===== src/qct_pkg.sv =====
package qct_pkg;
    // Register indices on the serial control port
    localparam logic [3:0] QCT_ADDR_OFFSET = 4'ha;
    localparam logic [3:0] QCT_ADDR_SPAN = 4'hb;
    // Reset values
    localparam logic [15:0] QCT_OFFSET_RST = 16'h0000;
    localparam logic [15:0] QCT_SPAN_RST = 16'h4000;
    // Field positions and widths
    localparam int QCT_SIGN_POS = 12;
    localparam int QCT_OMAG_W = 12;
    localparam int QCT_SMAG_W = 15;
    localparam int QCT_MONO_BITS = 9;
    // Span code that gives the nominal span outside the extended mode
    localparam logic [14:0] QCT_SPAN_MID = 15'h4000;
    // Offset trim fields as seen by the analog side
    typedef struct packed {
        logic offset_sign_bit;
        logic [11:0] offset_magnitude;
    } qct_offset_t;
endpackage : qct_pkg


===== src/qct_trim_regs.sv =====
`timescale 1ns/1ns
module qct_trim_regs (
    // Clock and reset
    input wire logic clk_sys,
    input wire logic sys_rst,
    // Register access from the serial control port
    input wire logic reg_wr,
    input wire logic [3:0] reg_addr,
    input wire logic [15:0] reg_wdata,
    output logic [15:0] reg_rdata,
    output logic reg_hit,
    // Mode input
    input wire logic extended_control_mode,
    // Trim codes to the analog side
    output qct_pkg::qct_offset_t offset_trim,
    output logic [14:0] span_magnitude
);
    // Stored register images
    logic [15:0] offset_q, offset_d;
    logic [15:0] span_q, span_d;
    logic [14:0] span_out_q, span_out_d;

    // Next values; reserved bits are not stored, so they read as zero
    always_comb begin
        offset_d = offset_q;
        span_d = span_q;
        if (reg_wr && reg_addr == qct_pkg::QCT_ADDR_OFFSET) begin
            offset_d = {3'h0, reg_wdata[12:0]};
        end
        if (reg_wr && reg_addr == qct_pkg::QCT_ADDR_SPAN) begin
            span_d = {1'h0, reg_wdata[14:0]};
        end
    end

    // Code applied to the span circuit; outside the extended mode the
    // wider range is clamped at the nominal point so it cannot exceed it
    always_comb begin
        if (extended_control_mode) begin
            span_out_d = span_d[14:0];
        end else if (span_d[14:0] > qct_pkg::QCT_SPAN_MID) begin
            span_out_d = qct_pkg::QCT_SPAN_MID;
        end else begin
            span_out_d = span_d[14:0];
        end
    end

    // Registers; images held until rewritten or reset, the applied span code also moving on a mode change
    always_ff @(posedge clk_sys or posedge sys_rst) begin
        if (sys_rst) begin
            offset_q <= qct_pkg::QCT_OFFSET_RST;
            span_q <= qct_pkg::QCT_SPAN_RST;
            span_out_q <= qct_pkg::QCT_SPAN_MID;
        end else begin
            offset_q <= offset_d;
            span_q <= span_d;
            span_out_q <= span_out_d;
        end
    end

    // Reads are pure decode, no side effect
    always_comb begin
        reg_hit = 1'b1;
        unique case (reg_addr)
            qct_pkg::QCT_ADDR_OFFSET: reg_rdata = offset_q;
            qct_pkg::QCT_ADDR_SPAN: reg_rdata = span_q;
            default: begin
                reg_rdata = 16'h0000;
                reg_hit = 1'b0;
            end
        endcase
    end

    // Offset straight binary magnitude with sign; monotonic only in top
    // bits is an analog property, the code passes through unchanged
    assign offset_trim.offset_sign_bit = offset_q[qct_pkg::QCT_SIGN_POS];
    assign offset_trim.offset_magnitude = offset_q[11:0];
    assign span_magnitude = span_out_q;

    AST_OFF_HOLD: assert property (@(posedge clk_sys) disable iff (sys_rst)
        !(reg_wr && reg_addr == qct_pkg::QCT_ADDR_OFFSET) |=> $stable(offset_q))
        else $error("offset trim changed without a write");
    AST_OFF_WR: assert property (@(posedge clk_sys) disable iff (sys_rst)
        reg_wr && reg_addr == qct_pkg::QCT_ADDR_OFFSET |=>
        offset_trim.offset_sign_bit == $past(reg_wdata[12]))
        else $error("sign bit not taken from write");
    AST_OFF_RES: assert property (@(posedge clk_sys) disable iff (sys_rst)
        offset_q[15:13] == 3'h0 && span_q[15] == 1'b0)
        else $error("reserved bits stored nonzero");
    AST_SPAN_LIM: assert property (@(posedge clk_sys) disable iff (sys_rst)
        !$past(extended_control_mode) |-> span_magnitude <= qct_pkg::QCT_SPAN_MID)
        else $error("span above nominal outside extended mode");
    AST_SPAN_ECM: assert property (@(posedge clk_sys) disable iff (sys_rst)
        extended_control_mode |=> span_magnitude == span_q[14:0])
        else $error("extended mode span not passed through");
    AST_SPAN_HOLD: assert property (@(posedge clk_sys) disable iff (sys_rst)
        !(reg_wr && reg_addr == qct_pkg::QCT_ADDR_SPAN) |=> $stable(span_q))
        else $error("span trim changed without a write");
    AST_RD: assert property (@(posedge clk_sys) disable iff (sys_rst)
        reg_addr == qct_pkg::QCT_ADDR_SPAN |-> reg_rdata == span_q && reg_hit)
        else $error("span read mismatch");
    AST_OFF_MAG: assert property (@(posedge clk_sys) disable iff (sys_rst)
        reg_wr && reg_addr == qct_pkg::QCT_ADDR_OFFSET |=>
        offset_trim.offset_magnitude == $past(reg_wdata[11:0]))
        else $error("offset magnitude not taken from write");

    // Write decodes used by the checks below; they mirror the strobe
    // qualification of the next-value logic so the checks read plainly
    logic wr_offset;
    logic wr_span;
    assign wr_offset = reg_wr && (reg_addr == qct_pkg::QCT_ADDR_OFFSET);
    assign wr_span = reg_wr && (reg_addr == qct_pkg::QCT_ADDR_SPAN);

    // First edge after reset: offset image and its output are at zero
    // offset, whatever was stored before the reset
    AST_RST_OFF: assert property (@(posedge clk_sys) disable iff (sys_rst)
        $fell(sys_rst) |->
        offset_q == qct_pkg::QCT_OFFSET_RST && offset_trim.offset_magnitude == 12'h000)
        else $error("offset trim not at default after reset");

    // First edge after reset: span image at its default and the applied
    // code at the nominal point, in either mode
    AST_RST_SPAN: assert property (@(posedge clk_sys) disable iff (sys_rst)
        $fell(sys_rst) |->
        span_q == qct_pkg::QCT_SPAN_RST && span_magnitude == qct_pkg::QCT_SPAN_MID)
        else $error("span trim not at default after reset");

    // A span write stores the whole magnitude field and clears the
    // reserved top bit, so reads never echo a stray one there
    AST_SPAN_WR: assert property (@(posedge clk_sys) disable iff (sys_rst)
        wr_span |=>
        span_q == {1'b0, $past(reg_wdata[14:0])})
        else $error("span magnitude not taken from write");

    // Offset reads return the stored image and flag a hit; the read
    // path is a pure mux so it cannot disturb the stored value
    AST_OFF_RD: assert property (@(posedge clk_sys) disable iff (sys_rst)
        reg_addr == qct_pkg::QCT_ADDR_OFFSET |->
        reg_rdata == offset_q && reg_hit)
        else $error("offset read mismatch");

    // Any other index reads as zero with no hit, so a host can tell a
    // missed address from a stored zero
    AST_MISS: assert property (@(posedge clk_sys) disable iff (sys_rst)
        reg_addr != qct_pkg::QCT_ADDR_OFFSET && reg_addr != qct_pkg::QCT_ADDR_SPAN |->
        reg_rdata == 16'h0000 && !reg_hit)
        else $error("unmapped read not empty");

    // Outside the extended mode a wide stored code is applied only as
    // the nominal point; the register itself still keeps the wide code
    AST_SPAN_CLAMP: assert property (@(posedge clk_sys) disable iff (sys_rst)
        !extended_control_mode && !wr_span && span_q[14:0] > qct_pkg::QCT_SPAN_MID |=>
        span_magnitude == qct_pkg::QCT_SPAN_MID)
        else $error("wide span applied outside extended mode");

    // Codes at or below the midpoint pass unchanged in both modes, so
    // the low half of the span range is always reachable
    AST_SPAN_PASS: assert property (@(posedge clk_sys) disable iff (sys_rst)
        !wr_span && span_q[14:0] <= qct_pkg::QCT_SPAN_MID |=>
        span_magnitude == $past(span_q[14:0]))
        else $error("low span code not passed through");

    // The midpoint code gives the nominal span whichever mode is set;
    // a mode change alone must not move the nominal setting
    AST_SPAN_MIDPT: assert property (@(posedge clk_sys) disable iff (sys_rst)
        !wr_span && span_q[14:0] == qct_pkg::QCT_SPAN_MID |=>
        span_magnitude == qct_pkg::QCT_SPAN_MID)
        else $error("midpoint span differs between modes");

    // The sign seen by the analog side moves only on an offset write;
    // a glitch here would flip the offset polarity for a cycle
    AST_SIGN_HOLD: assert property (@(posedge clk_sys) disable iff (sys_rst)
        !wr_offset |=>
        $stable(offset_trim.offset_sign_bit))
        else $error("offset sign moved without a write");

    // The offset magnitude seen by the analog side moves only on an
    // offset write, never on a span write or a read
    AST_MAG_HOLD: assert property (@(posedge clk_sys) disable iff (sys_rst)
        !wr_offset |=>
        $stable(offset_trim.offset_magnitude))
        else $error("offset magnitude moved without a write");

    // With no span write and a steady mode the applied span code stays
    // put; the analog side would see a step otherwise
    AST_SPAN_STEADY: assert property (@(posedge clk_sys) disable iff (sys_rst)
        !wr_span && $stable(extended_control_mode) |=>
        $stable(span_magnitude))
        else $error("span code moved without a cause");

    // The half-range offset code reaches the output intact; the top bit
    // alone must not be lost or shifted on the way
    AST_HALF: assert property (@(posedge clk_sys) disable iff (sys_rst)
        wr_offset && reg_wdata[11:0] == 12'h800 |=>
        offset_trim.offset_magnitude == 12'h800)
        else $error("half-range offset code not applied");

    // In the extended mode a written span code, wide ones included,
    // reaches the analog side one cycle after the write
    AST_SPAN_EXT_WR: assert property (@(posedge clk_sys) disable iff (sys_rst)
        extended_control_mode && wr_span |=>
        span_magnitude == $past(reg_wdata[14:0]))
        else $error("extended mode span write not applied");

    // The nine top span bits, the only ones trusted to step in order,
    // are stored exactly as written with no rounding or reordering
    AST_SPAN_TOP: assert property (@(posedge clk_sys) disable iff (sys_rst)
        wr_span |=>
        span_q[14:6] == $past(reg_wdata[14:6]))
        else $error("span top bits not stored as written");
endmodule : qct_trim_regs


===== config.mk =====
export PLATFORM = sky130hd
export DESIGN_NAME = qct_trim_regs
export DESIGN_NICKNAME = d
export VERILOG_FILES = /design/src/qct_pkg.sv /design/src/qct_trim_regs.sv
export SDC_FILE = /design/constraint.sdc
export NUM_CORES = 1
export LEC_CHECK = 0
export ABC_AREA = 0
export BUFFER_PORTS_ARGS = -buffer_cell sky130_fd_sc_hd__buf_2
export CORE_MARGIN = 5
export CORE_UTILIZATION = 49
export CTS_CLUSTER_DIAMETER = 120
export DETAILED_ROUTE_END_ITERATION = 10
export PLACE_DENSITY = 0.79
export SYNTH_ARGS = -nofsm -noshare
export SYNTH_HDL_FRONTEND = slang
export SYNTH_SLANG_ARGS = --single-unit
export TNS_END_PERCENT = 100

===== constraint.sdc =====
create_clock -name clk_sys -period 1.8 [get_ports clk_sys]
set_input_delay 0.18 -clock clk_sys [delete_from_list [all_inputs] [get_ports clk_sys]]
set_output_delay 0.18 -clock clk_sys [all_outputs]
set_load 0.005 [all_outputs]

==> results of run 1 <==
-- layer usage --
metal  routed length (um)  up-vias  share of wire [%]  GRT usage, %
met5                    0        -                  0             0
met3                  273        7                5.7          4.68
li1                     -      715                  -             -
met4                   68        0                1.4          6.35
met2                 2350       51                 49          30.0
met1                 2070      756                 43          24.7
-- through the flow --
| stage | util (%) | total power [W] | std cells | hold WS [ns] |
|---|---|---|---|---|
| floorplan | - | 0.00162 | 168 | 0.263 |
| global placement | 61.6 | 0.00188 | 278 | 0.339 |
| detailed placement | 61.6 | 0.00190 | 278 | 0.341 |
| CTS | 64.7 | 0.00266 | 286 | 0.0218 |
| global route | 64.7 | 0.00279 | 286 | 0.0692 |
| finish | 64.7 | 0.00265 | 286 | 0.000340 |
-- synthesized netlist by cell type, types with 2 or more instances --
cell	number
mux2i_1	14
nand4_1	2
a22o_2	5
clkbuf_1	2
a31oi_4	2
nor4_1	6
nand2_1	38
a22o_1	3
dfrtp_1	41
nor2b_1	3
buf_2	3
a32o_1	3
inv_1	2
mux2_4	3
buf_4	3
mux2_2	13
and3_1	2
nor2_1	15
-- cells by family after synthesis --
| group | synth area share, % |
|---|---|
| other | 0.194 |
| AOI/OAI and AO/OA | 7.69 |
| DFF | 54.3 |
| buffers and inverters | 3.68 |
| and+or+nand+nor | 17.0 |
| muxes | 17.1 |
-- report_power, final --
part           internal [W]  switching, W  total, W
Combinational      0.000318      0.000258  0.000576
Clock              0.000452      0.000319  0.000772
Sequential          0.00115      0.000146   0.00130
-- critical path, stage by stage (launching register included) --
cell     delay (ns)
dfrtp_1        0.42
nor4_1         0.34
nand4_1        0.21
a31oi_4        0.40
a22o_2         0.21
-- layout by cell type (no fill, tap or decap), types with 2 or more instances in the layout --
master and n:
a22o_1 3, a22o_2 5, a31oi_4 2, a32o_1 3, and3_1 2, buf_2 66
buf_4 5, clkbuf_8 6, dfrtp_1 41, inv_1 2, mux2_2 13, mux2_4 3
mux2i_1 14, nand2_1 38, nand4_1 2, nor2_1 15, nor2b_1 3, nor4_1 6
-- layout make-up --
class	instances	area share (%)
clock buffer	7	3.57
multi-input combinational	114	33.6
sequential	42	43.5
inverter	3	0.465
tap	48	2.48
clock inverter	1	1.24
timing repair buffer	71	15.2
-- worst max path at each step --
stage	cells past startpoint	from	endpoint	slack, ns
2_1_floorplan	4	span_q[6]$_DFF_PP0_	span_magnitude[0]$_DFF_PP0_	0.44
3_3_place_gp	4	span_q[10]$_DFF_PP0_	span_magnitude[4]$_DFF_PP0_	0.24
3_5_place_dp	4	span_q[11]$_DFF_PP0_	span_magnitude[5]$_DFF_PP0_	0.18
4_1_cts	4	span_q[11]$_DFF_PP0_	span_magnitude[10]$_DFF_PP0_	0.17
5_1_grt	4	span_q[11]$_DFF_PP0_	span_magnitude[4]$_DFF_PP0_	0.08
6_report	4	span_q[11]$_DFF_PP0_	span_magnitude[8]$_DFF_PP0_	0.17
-- flip-flops by register name, indices dropped and copies added, names as in the netlist --
name and cells:
span_q 15, offset_q 13, span_magnitude 14
==> flow_metrics.env, run 1 <==
export IMPL_die_area_um2=5310
export IMPL_gp_congestion=0.777
export IMPL_drc=0
export IMPL_grt_pass1_wl_mm=7.61
export IMPL_period_needed_ns=1.63
export IMPL_viasPerCell=5.35
export IMPL_period_share_pct=90.8
export IMPL_setup_ws_ns=0.165
export IMPL_clockRootBuffer="clkbuf_8"
export IMPL_clkLatencyLatePin_ns=0.29
export IMPL_reg2reg_slack_ns=0.17
export IMPL_cts_made_buffers=5
export IMPL_hold_buffers=0
export IMPL_cts_tree="built"
export IMPL_syn_area_um2=1940
export IMPL_rsz0062_at_grt="no"
export IMPL_post_cts_resized=0
export IMPL_clock_path_buffers=2
export IMPL_yosysSeqAreaShare_pct=54.3
export IMPL_yosys_warnings=0
export IMPL_first_pass_iters=4
export IMPL_synth_edf_count=0
export IMPL_fin_nets=261
export IMPL_syn_nets=192
export IMPL_dpl_hpwl_mm=3.40
export IMPL_synth_area_leaders="dfrtp_1, mux2_2, nand2_1"
export IMPL_clock_skew_ns=0.00784
export IMPL_status="finished clean"
export IMPL_ff_latch_area_um2=1050
export IMPL_place_area_um2=2300
export IMPL_final_area_um2=2420
export IMPL_ios=69
export IMPL_start_util_pct=51.7
export IMPL_syn_area_per_cell_um2=11.5
export IMPL_grt_use_total_pct=18.7
export IMPL_tightest_slew_ns=0.534
export IMPL_arrival_ns=1.87
export IMPL_p_per_area_nw_per_um2=1090
export IMPL_setup_viol=0
export IMPL_wl_per_cell_um=16.7
export IMPL_antenna_found_initial=0
export IMPL_port_buffers=66
export IMPL_preCtsSetupSlack_ns=0.184
export IMPL_crit_path_start_kind="flip-flop"
export IMPL_slew_limit_headroom_pct=64.4
export IMPL_post_cts_setup_buffers=0
export IMPL_syn_instance_count=168
export IMPL_fillers=327
export IMPL_worstSetupPathType="flip-flop to flip-flop"
export IMPL_yosysTopAreaCell="dfrtp_1"
export IMPL_p_leak_nw=1.29
export IMPL_hold_viol=0
export IMPL_htreeDepth=2
export IMPL_coreArea_um2=3740
export IMPL_critPathMaxFanout=10
export IMPL_drive_gt1_share_pct=44.5
export IMPL_r2r_cells=4
export IMPL_grt_max_degree=43
export IMPL_setup_worst_path_end_class="flip-flop"
export IMPL_multiInputGateArea_um2=813
export IMPL_cts_sinks=42
export IMPL_cap_violations=0
export IMPL_fmax_mhz=612
export IMPL_synth_seq_cells=42
export IMPL_final_antenna_net_count=0
export IMPL_r2r_end="span_magnitude[8]$_DFF_PP0_"
export IMPL_antenna_cells=0
export IMPL_worstHoldPathType="primary input to async pin"
export IMPL_syn_to_final_growth_pct=25.0
export IMPL_grt_overflow=0
export IMPL_path_clk_slew_ns=0.08
export IMPL_drt_total_wl_mm=4.76
export IMPL_slew_violations=0
export IMPL_synthArstFlopShare_pct=100
export IMPL_synthFlopType="dfrtp_1"
export IMPL_synth_top_area_share_pct=53.0
export IMPL_worstReg2RegStart="span_q[11]$_DFF_PP0_"
export IMPL_die_h_um=72.9
export IMPL_dieWidth_um=72.9
export IMPL_irDropWorstVdd_mv=0.631
export IMPL_drt_iter0_drc=65
export IMPL_grt_pass1_vias=1527
export IMPL_tns_ns=0
export IMPL_num_vias=1529
export IMPL_critPathRequiredTime_ns=2.04
export IMPL_netlist_cell_type_count=26
export IMPL_row_count=22
No activity file was read; power rests on OpenSTA's default activity.
==> run 2, diff against run 1 <==
CELL_PAD_IN_SITES_DETAIL_PLACEMENT = 0   (was unset)
CELL_PAD_IN_SITES_GLOBAL_PLACEMENT = 1   (was unset)
CORE_UTILIZATION = 34   (was 49)
PLACE_DENSITY = unset   (was 0.79)
PLACE_DENSITY_LB_ADDON = 0.1   (was unset)
clock period = 1.5 ns   (was 1.8 ns; I/O delays follow)
==> run 2 against run 1 <==
- combinational power rose by 56%
- critical endpoint is now span_magnitude[4]$_DFF_PP0_
- largest cell class unchanged
- via count rose by 3.9%
- clock power rose by 40%
- flip-flop and latch count did not move
- clock-buffer cell count fell by 1
- final area rose by 13%
- wire length rose by 10%
- power rose by 33%
- die area rose by 38%
- critical path depth rose by 1
- cell count rose by 17%
- sequential power rose by 18%
- critical path type unchanged
==> flow_metrics.env, run 2 (synthesis gave the netlist of run 1 again) <==
export IMPL_status="finished clean"
export IMPL_antenna_cells=0
export IMPL_viasPerCell=4.76
export IMPL_grt_use_met1_pct=19.0
export IMPL_worstHoldPathType="primary input to flip-flop"
export IMPL_irDropWorstVdd_mv=0.627
export IMPL_period_needed_ns=1.44
export IMPL_grt_max_degree=43
export IMPL_final_cell_mix="buf_2, dfrtp_1, nand2_1, buf_4, nor2_1"
export IMPL_htreeDepth=2
export IMPL_die_h_um=85.5
export IMPL_dpl_hpwl_mm=4.06
export IMPL_crit_path_start_kind="flip-flop"
export IMPL_drive_gt1_share_pct=50.8
export IMPL_cts_tree="built"
export IMPL_arrival_ns=1.67
export IMPL_hold_viol=0
export IMPL_wl_per_cell_um=15.7
export IMPL_clockRootBuffer="clkbuf_8"
export IMPL_path_clk_slew_ns=0.08
export IMPL_worstHoldStart="reg_wdata[14]"
export IMPL_row_count=27
export IMPL_fmax_mhz=695
export IMPL_top_usage_layer="met2"
export IMPL_cts_made_buffers=5
export IMPL_drt_iter0_drc=101
export IMPL_met3_usage_pct=4.27
export IMPL_r2r_cells=5
export IMPL_place_area_um2=2520
export IMPL_antenna_found_initial=0
export IMPL_slew_violations=0
export IMPL_syn_to_final_growth_pct=41.0
export IMPL_grtUsageMet2_pct=25.1
export IMPL_port_buffers=66
export IMPL_final_area_um2=2730
export IMPL_cap_violations=0
export IMPL_clock_path_buffers=2
export IMPL_drt_total_wl_mm=5.25
export IMPL_dieWidth_um=85.5
export IMPL_critPathRequiredTime_ns=1.73
export IMPL_hold_worst_slack_ns=0.0892
export IMPL_grt_use_total_pct=15.1
export IMPL_tns_ns=0
export IMPL_worstSetupPathType="flip-flop to flip-flop"
export IMPL_critPathMaxFanout=3
export IMPL_worstReg2RegStart="span_q[4]$_DFF_PP0_"
export IMPL_top_register="span_q"
export IMPL_ios=69
export IMPL_clock_skew_ns=0.00535
export IMPL_final_antenna_net_count=0
export IMPL_drc=0
export IMPL_coreArea_um2=5510
export IMPL_min_delay_worst_endpoint="span_q[14]$_DFF_PP1_"
export IMPL_period_share_pct=96.0
export IMPL_first_pass_iters=4
export IMPL_grt_pass1_vias=1708
export IMPL_fin_cells=334
export IMPL_largest_reg_flops=15
export IMPL_reg_top3="span_q: 15 flops, span_magnitude: 14 flops, offset_q: 13 flops"
export IMPL_gp_congestion=0.764
export IMPL_start_util_pct=35.2
export IMPL_placed_cells=325
export IMPL_die_area_um2=7310
export IMPL_setup_worst_path_end_class="flip-flop"
export IMPL_grt_overflow=0
export IMPL_rsz0062_at_grt="yes"
export IMPL_final_common_cell="buf_2"
export IMPL_r2r_end="span_magnitude[4]$_DFF_PP0_"
export IMPL_p_leak_nw=1.45
export IMPL_power_w=0.00352
export IMPL_reg2reg_slack_ns=0.06
export IMPL_clkLatencyLatePin_ns=0.29
export IMPL_fin_nets=285
export IMPL_p_per_area_nw_per_um2=1290
export IMPL_whs_path_depth=3
export IMPL_num_vias=1589
export IMPL_setup_viol=0
export IMPL_grt_pass1_wl_mm=8.61
export IMPL_cts_sinks=42
## run 2: changes by cell type in the layout (fill, tap and decap cells not counted), sizes merged
cell / previous run / this run
bufinv: 1 / 2
dlygate4sd3: 0 / 1
buf: 71 / 94
clkbuf: 7 / 6
## run 2: how the worst max path moves through the flow
stage,start,to,slack (ns),cells after the start
2_1_floorplan,span_q[6]$_DFF_PP0_,span_magnitude[0]$_DFF_PP0_,0.14,4
3_3_place_gp,span_q[11]$_DFF_PP0_,span_magnitude[10]$_DFF_PP0_,-0.005,5
3_5_place_dp,reg_wdata[13],span_magnitude[4]$_DFF_PP0_,-0.02,6
4_1_cts,span_q[12]$_DFF_PP0_,span_magnitude[10]$_DFF_PP0_,0.01,5
5_1_grt,span_q[4]$_DFF_PP0_,span_magnitude[10]$_DFF_PP0_,-0.06,5
6_report,span_q[4]$_DFF_PP0_,span_magnitude[4]$_DFF_PP0_,0.06,5
## run 2: repair_timing
item	4_1_cts	5_1_grt
setup endpoints to repair	8	10
pin swaps	0	9
hold buffers	1	0
resized for setup	3	6
setup buffers	0	0
endpoints found under the hold margin	41	0
## run 2: power breakdown
part           internal, W  switching [W]  leakage (nW)
Combinational     0.000526       0.000375         0.850
Sequential         0.00138       0.000159         0.526
Clock             0.000710       0.000371        0.0714
## run 2: metal layers
layer | wire (um) | share of wire (%)
met1 | 2300 | 44
met2 | 2550 | 49
met3 | 349 | 6.6
met4 | 55 | 1.0
met5 | 0 | 0
## run 2: final cells by class
cell class | instances | area, um^2
Clock buffer | 6 | 82.6
Inverter | 3 | 11.3
Fill cell | 548 | 2780
Clock inverter | 2 | 60.1
Tap cell | 72 | 90.1
Sequential cell | 42 | 1050
Timing Repair Buffer | 95 | 571
Multi-Input combinational cell | 114 | 863
## run 2: worst max-delay path, stage by stage, from the launching register on
cell and delay [ns]:
dfrtp_1 0.40, nor4_2 0.30, nand4_1 0.18, a31oi_4 0.21, buf_4 0.15, a22o_2 0.14
## run 2: per-stage QoR
| stage | utilization [%] | worst slack [ns] |
|---|---|---|
| final | 49.6 | 0.0603 |
| after floorplan | - | 0.145 |
| after global placement | 45.8 | -0.00474 |
| after global routing | 49.6 | -0.0554 |
| after CTS | 48.9 | 0.00970 |
| after detailed placement | 45.8 | -0.0182 |
==> run 3, diff against run 2 <==
clock period = 1.3 ns   (was 1.5 ns; I/O delays follow)
==> run 3 against run 2 <==
- the flow now finishes with violations (setup timing)
- critical path depth unchanged
- clock-buffer cell count rose by 1
- sequential power increased by 16%
- die area unchanged
- global-route usage is 1.8 points higher
- non-clock buffer count increased by 13
- worst hold slack lost 0.016 ns
- power is 8.7% higher
- worst setup slack lost 0.21 ns
- wire length grew 11%
- critical path type unchanged
==> flow_metrics.env, run 3 (synthesis gave the netlist of run 1 again) <==
export IMPL_setup_worst_path_end_class="flip-flop"
export IMPL_placed_cells=332
export IMPL_status="complete, but fails checks"
export IMPL_clock_skew_ns=0.00571
export IMPL_start_util_pct=35.2
export IMPL_cts_tree="built"
export IMPL_dpl_hpwl_mm=4.47
export IMPL_setup_viol=14
export IMPL_fillers=529
export IMPL_clkLatencyLatePin_ns=0.30
export IMPL_clock_path_buffers=2
export IMPL_tns_ns=-1.57
export IMPL_p_int_w=0.00272
export IMPL_dieWidth_um=85.5
export IMPL_fin_cells=347
export IMPL_largest_reg_flops=15
export IMPL_first_pass_iters=4
export IMPL_critPathLaunch="span_q[4]$_DFF_PP0_"
export IMPL_syn_to_final_growth_pct=44.3
export IMPL_period_needed_ns=1.45
export IMPL_coreArea_um2=5510
export IMPL_cts_sinks=42
export IMPL_num_vias=1638
export IMPL_final_cell_mix="buf_2, dfrtp_1, nand2_1, buf_4, nor2_1"
export IMPL_row_count=27
export IMPL_fin_nets=298
export IMPL_r2r_cells=5
export IMPL_clockRootBuffer="clkbuf_8"
export IMPL_crit_path_start_kind="flip-flop"
export IMPL_drc=0
export IMPL_p_leak_nw=1.48
export IMPL_p_per_area_nw_per_um2=1370
export IMPL_port_buffers=66
export IMPL_grt_overflow=0
export IMPL_slew_violations=0
export IMPL_rsz0062_at_grt="yes"
export IMPL_preCtsSetupSlack_ns=-0.270
export IMPL_period_share_pct=112
export IMPL_htreeDepth=2
export IMPL_final_common_cell="buf_2"
export IMPL_pwr_share_comb_pct=30.6
export IMPL_drt_total_wl_mm=5.85
export IMPL_hold_viol=0
export IMPL_antenna_found_initial=0
export IMPL_antenna_cells=0
export IMPL_endpoint="span_magnitude[9]$_DFF_PP0_"
export IMPL_viasPerCell=4.72
export IMPL_path_clk_slew_ns=0.08
export IMPL_r2r_end="span_magnitude[9]$_DFF_PP0_"
export IMPL_sw_frac_of_total_pct=29.0
export IMPL_grt_pass1_wl_mm=9.50
export IMPL_reg_top3="span_q: 15 flops, span_magnitude: 14 flops, offset_q: 13 flops"
export IMPL_worstReg2RegStart="span_q[4]$_DFF_PP0_"
export IMPL_top_register="span_q"
export IMPL_critPathRequiredTime_ns=1.54
export IMPL_critPathMaxFanout=3
export IMPL_reg2reg_slack_ns=-0.15
export IMPL_setup_ws_ns=-0.154
export IMPL_arrival_ns=1.69
export IMPL_grt_max_degree=16
export IMPL_grt_pass1_vias=1819
export IMPL_power_switching_w=0.00111
export IMPL_die_area_um2=7310
export IMPL_wl_per_cell_um=16.8
export IMPL_seq_power_share_pct=46.5
export IMPL_cts_made_buffers=5
export IMPL_grt_use_total_pct=16.8
export IMPL_final_antenna_net_count=0
export IMPL_post_route_util_pct=50.7
export IMPL_violations="setup timing"
export IMPL_fmax_mhz=688
export IMPL_gp_congestion=0.826
export IMPL_worstHoldPathType="primary input to flip-flop"
export IMPL_ios=69
export IMPL_worstSetupPathType="flip-flop to flip-flop"
export IMPL_die_h_um=85.5
export IMPL_clockPowerShare_pct=22.9
export IMPL_drive_gt1_share_pct=53.5
export IMPL_irDropWorstVdd_mv=0.772
export IMPL_drt_iter0_drc=102
export IMPL_cap_violations=0
-- run 3: cell count changes in the layout (fill, tap and decap cells not counted), sizes merged --
cell | before | now
buf | 94 | 107
clkbuf | 6 | 7
clkinv | 0 | 1
bufinv | 2 | 0
-- run 3: final cells by class --
class	count	area (um^2)	share of cell area [%]
multi-input cells	114	840	30.0
clock inverters	1	5.00	0.179
inverters	3	11.3	0.403
clock buffers	7	86.3	3.09
repair buffers	108	709	25.4
flip-flops and latches	42	1050	37.7
well taps	72	90.1	3.22
-- run 3: repair_timing --
| action | CTS | global route |
|---|---|---|
| resized for setup | 4 | 14 |
| pin swaps | 3 | 7 |
| buffers inserted | 2 | 4 |
| setup endpoints to repair | 11 | 24 |
| hold endpoints to repair | 5 | 0 |
| hold buffers | 1 | 0 |
-- run 3: power by group through the flow --
stage / clock network (W) / registers [W] / logic [W]
2_1_floorplan: 0 / 0.00180 / 0.000445
3_3_place_gp: 0 / 0.00177 / 0.00102
4_1_cts: 0.000911 / 0.00177 / 0.00109
6_report: 0.000876 / 0.00178 / 0.00117
5_1_grt: 0.000956 / 0.00183 / 0.00128
3_5_place_dp: 0 / 0.00179 / 0.00105
-- run 3: worst max-delay path, stage by stage, from the launching register on --
cell,delay [ns]
dfrtp_1,0.42
nor4_2,0.29
nand4_1,0.17
a31oi_4,0.22
buf_4,0.16
a22o_2,0.13
-- run 3: layer usage --
metal	share of wire (%)	track usage [%]	up-vias
met5	0	0	-
met4	1.8	5.18	0
met3	6.2	4.66	9
met2	48	27.8	57
met1	44	21.4	782
li1	-	-	790
-- run 3: stage by stage --
stage | power [W] | instance area, um^2 | hold slack (ns)
final | 0.00383 | 2790 | 0.0729
after global routing | 0.00407 | 2790 | 0.0836
after CTS | 0.00377 | 2710 | 0.0631
after detailed placement | 0.00283 | 2560 | 0.112
after global placement | 0.00279 | 2560 | 0.110
after floorplan | 0.00225 | 1940 | 0.213
-- run 3: how the worst min path moves through the flow --
| stage | from | to | slack [ns] | cells past startpoint |
|---|---|---|---|---|
| floorplan | reg_wdata[14] | span_q[14]$_DFF_PP1_ | 0.21 | 2 |
| global placement | sys_rst | span_magnitude[0]$_DFF_PP0_ | 0.11 | 2 |
| CTS | reg_wdata[14] | span_q[14]$_DFF_PP1_ | 0.06 | 3 |
| detailed placement | sys_rst | span_magnitude[0]$_DFF_PP0_ | 0.11 | 2 |
| global route | reg_wdata[14] | span_q[14]$_DFF_PP1_ | 0.08 | 3 |
| finish | reg_wdata[14] | span_q[14]$_DFF_PP1_ | 0.07 | 3 |
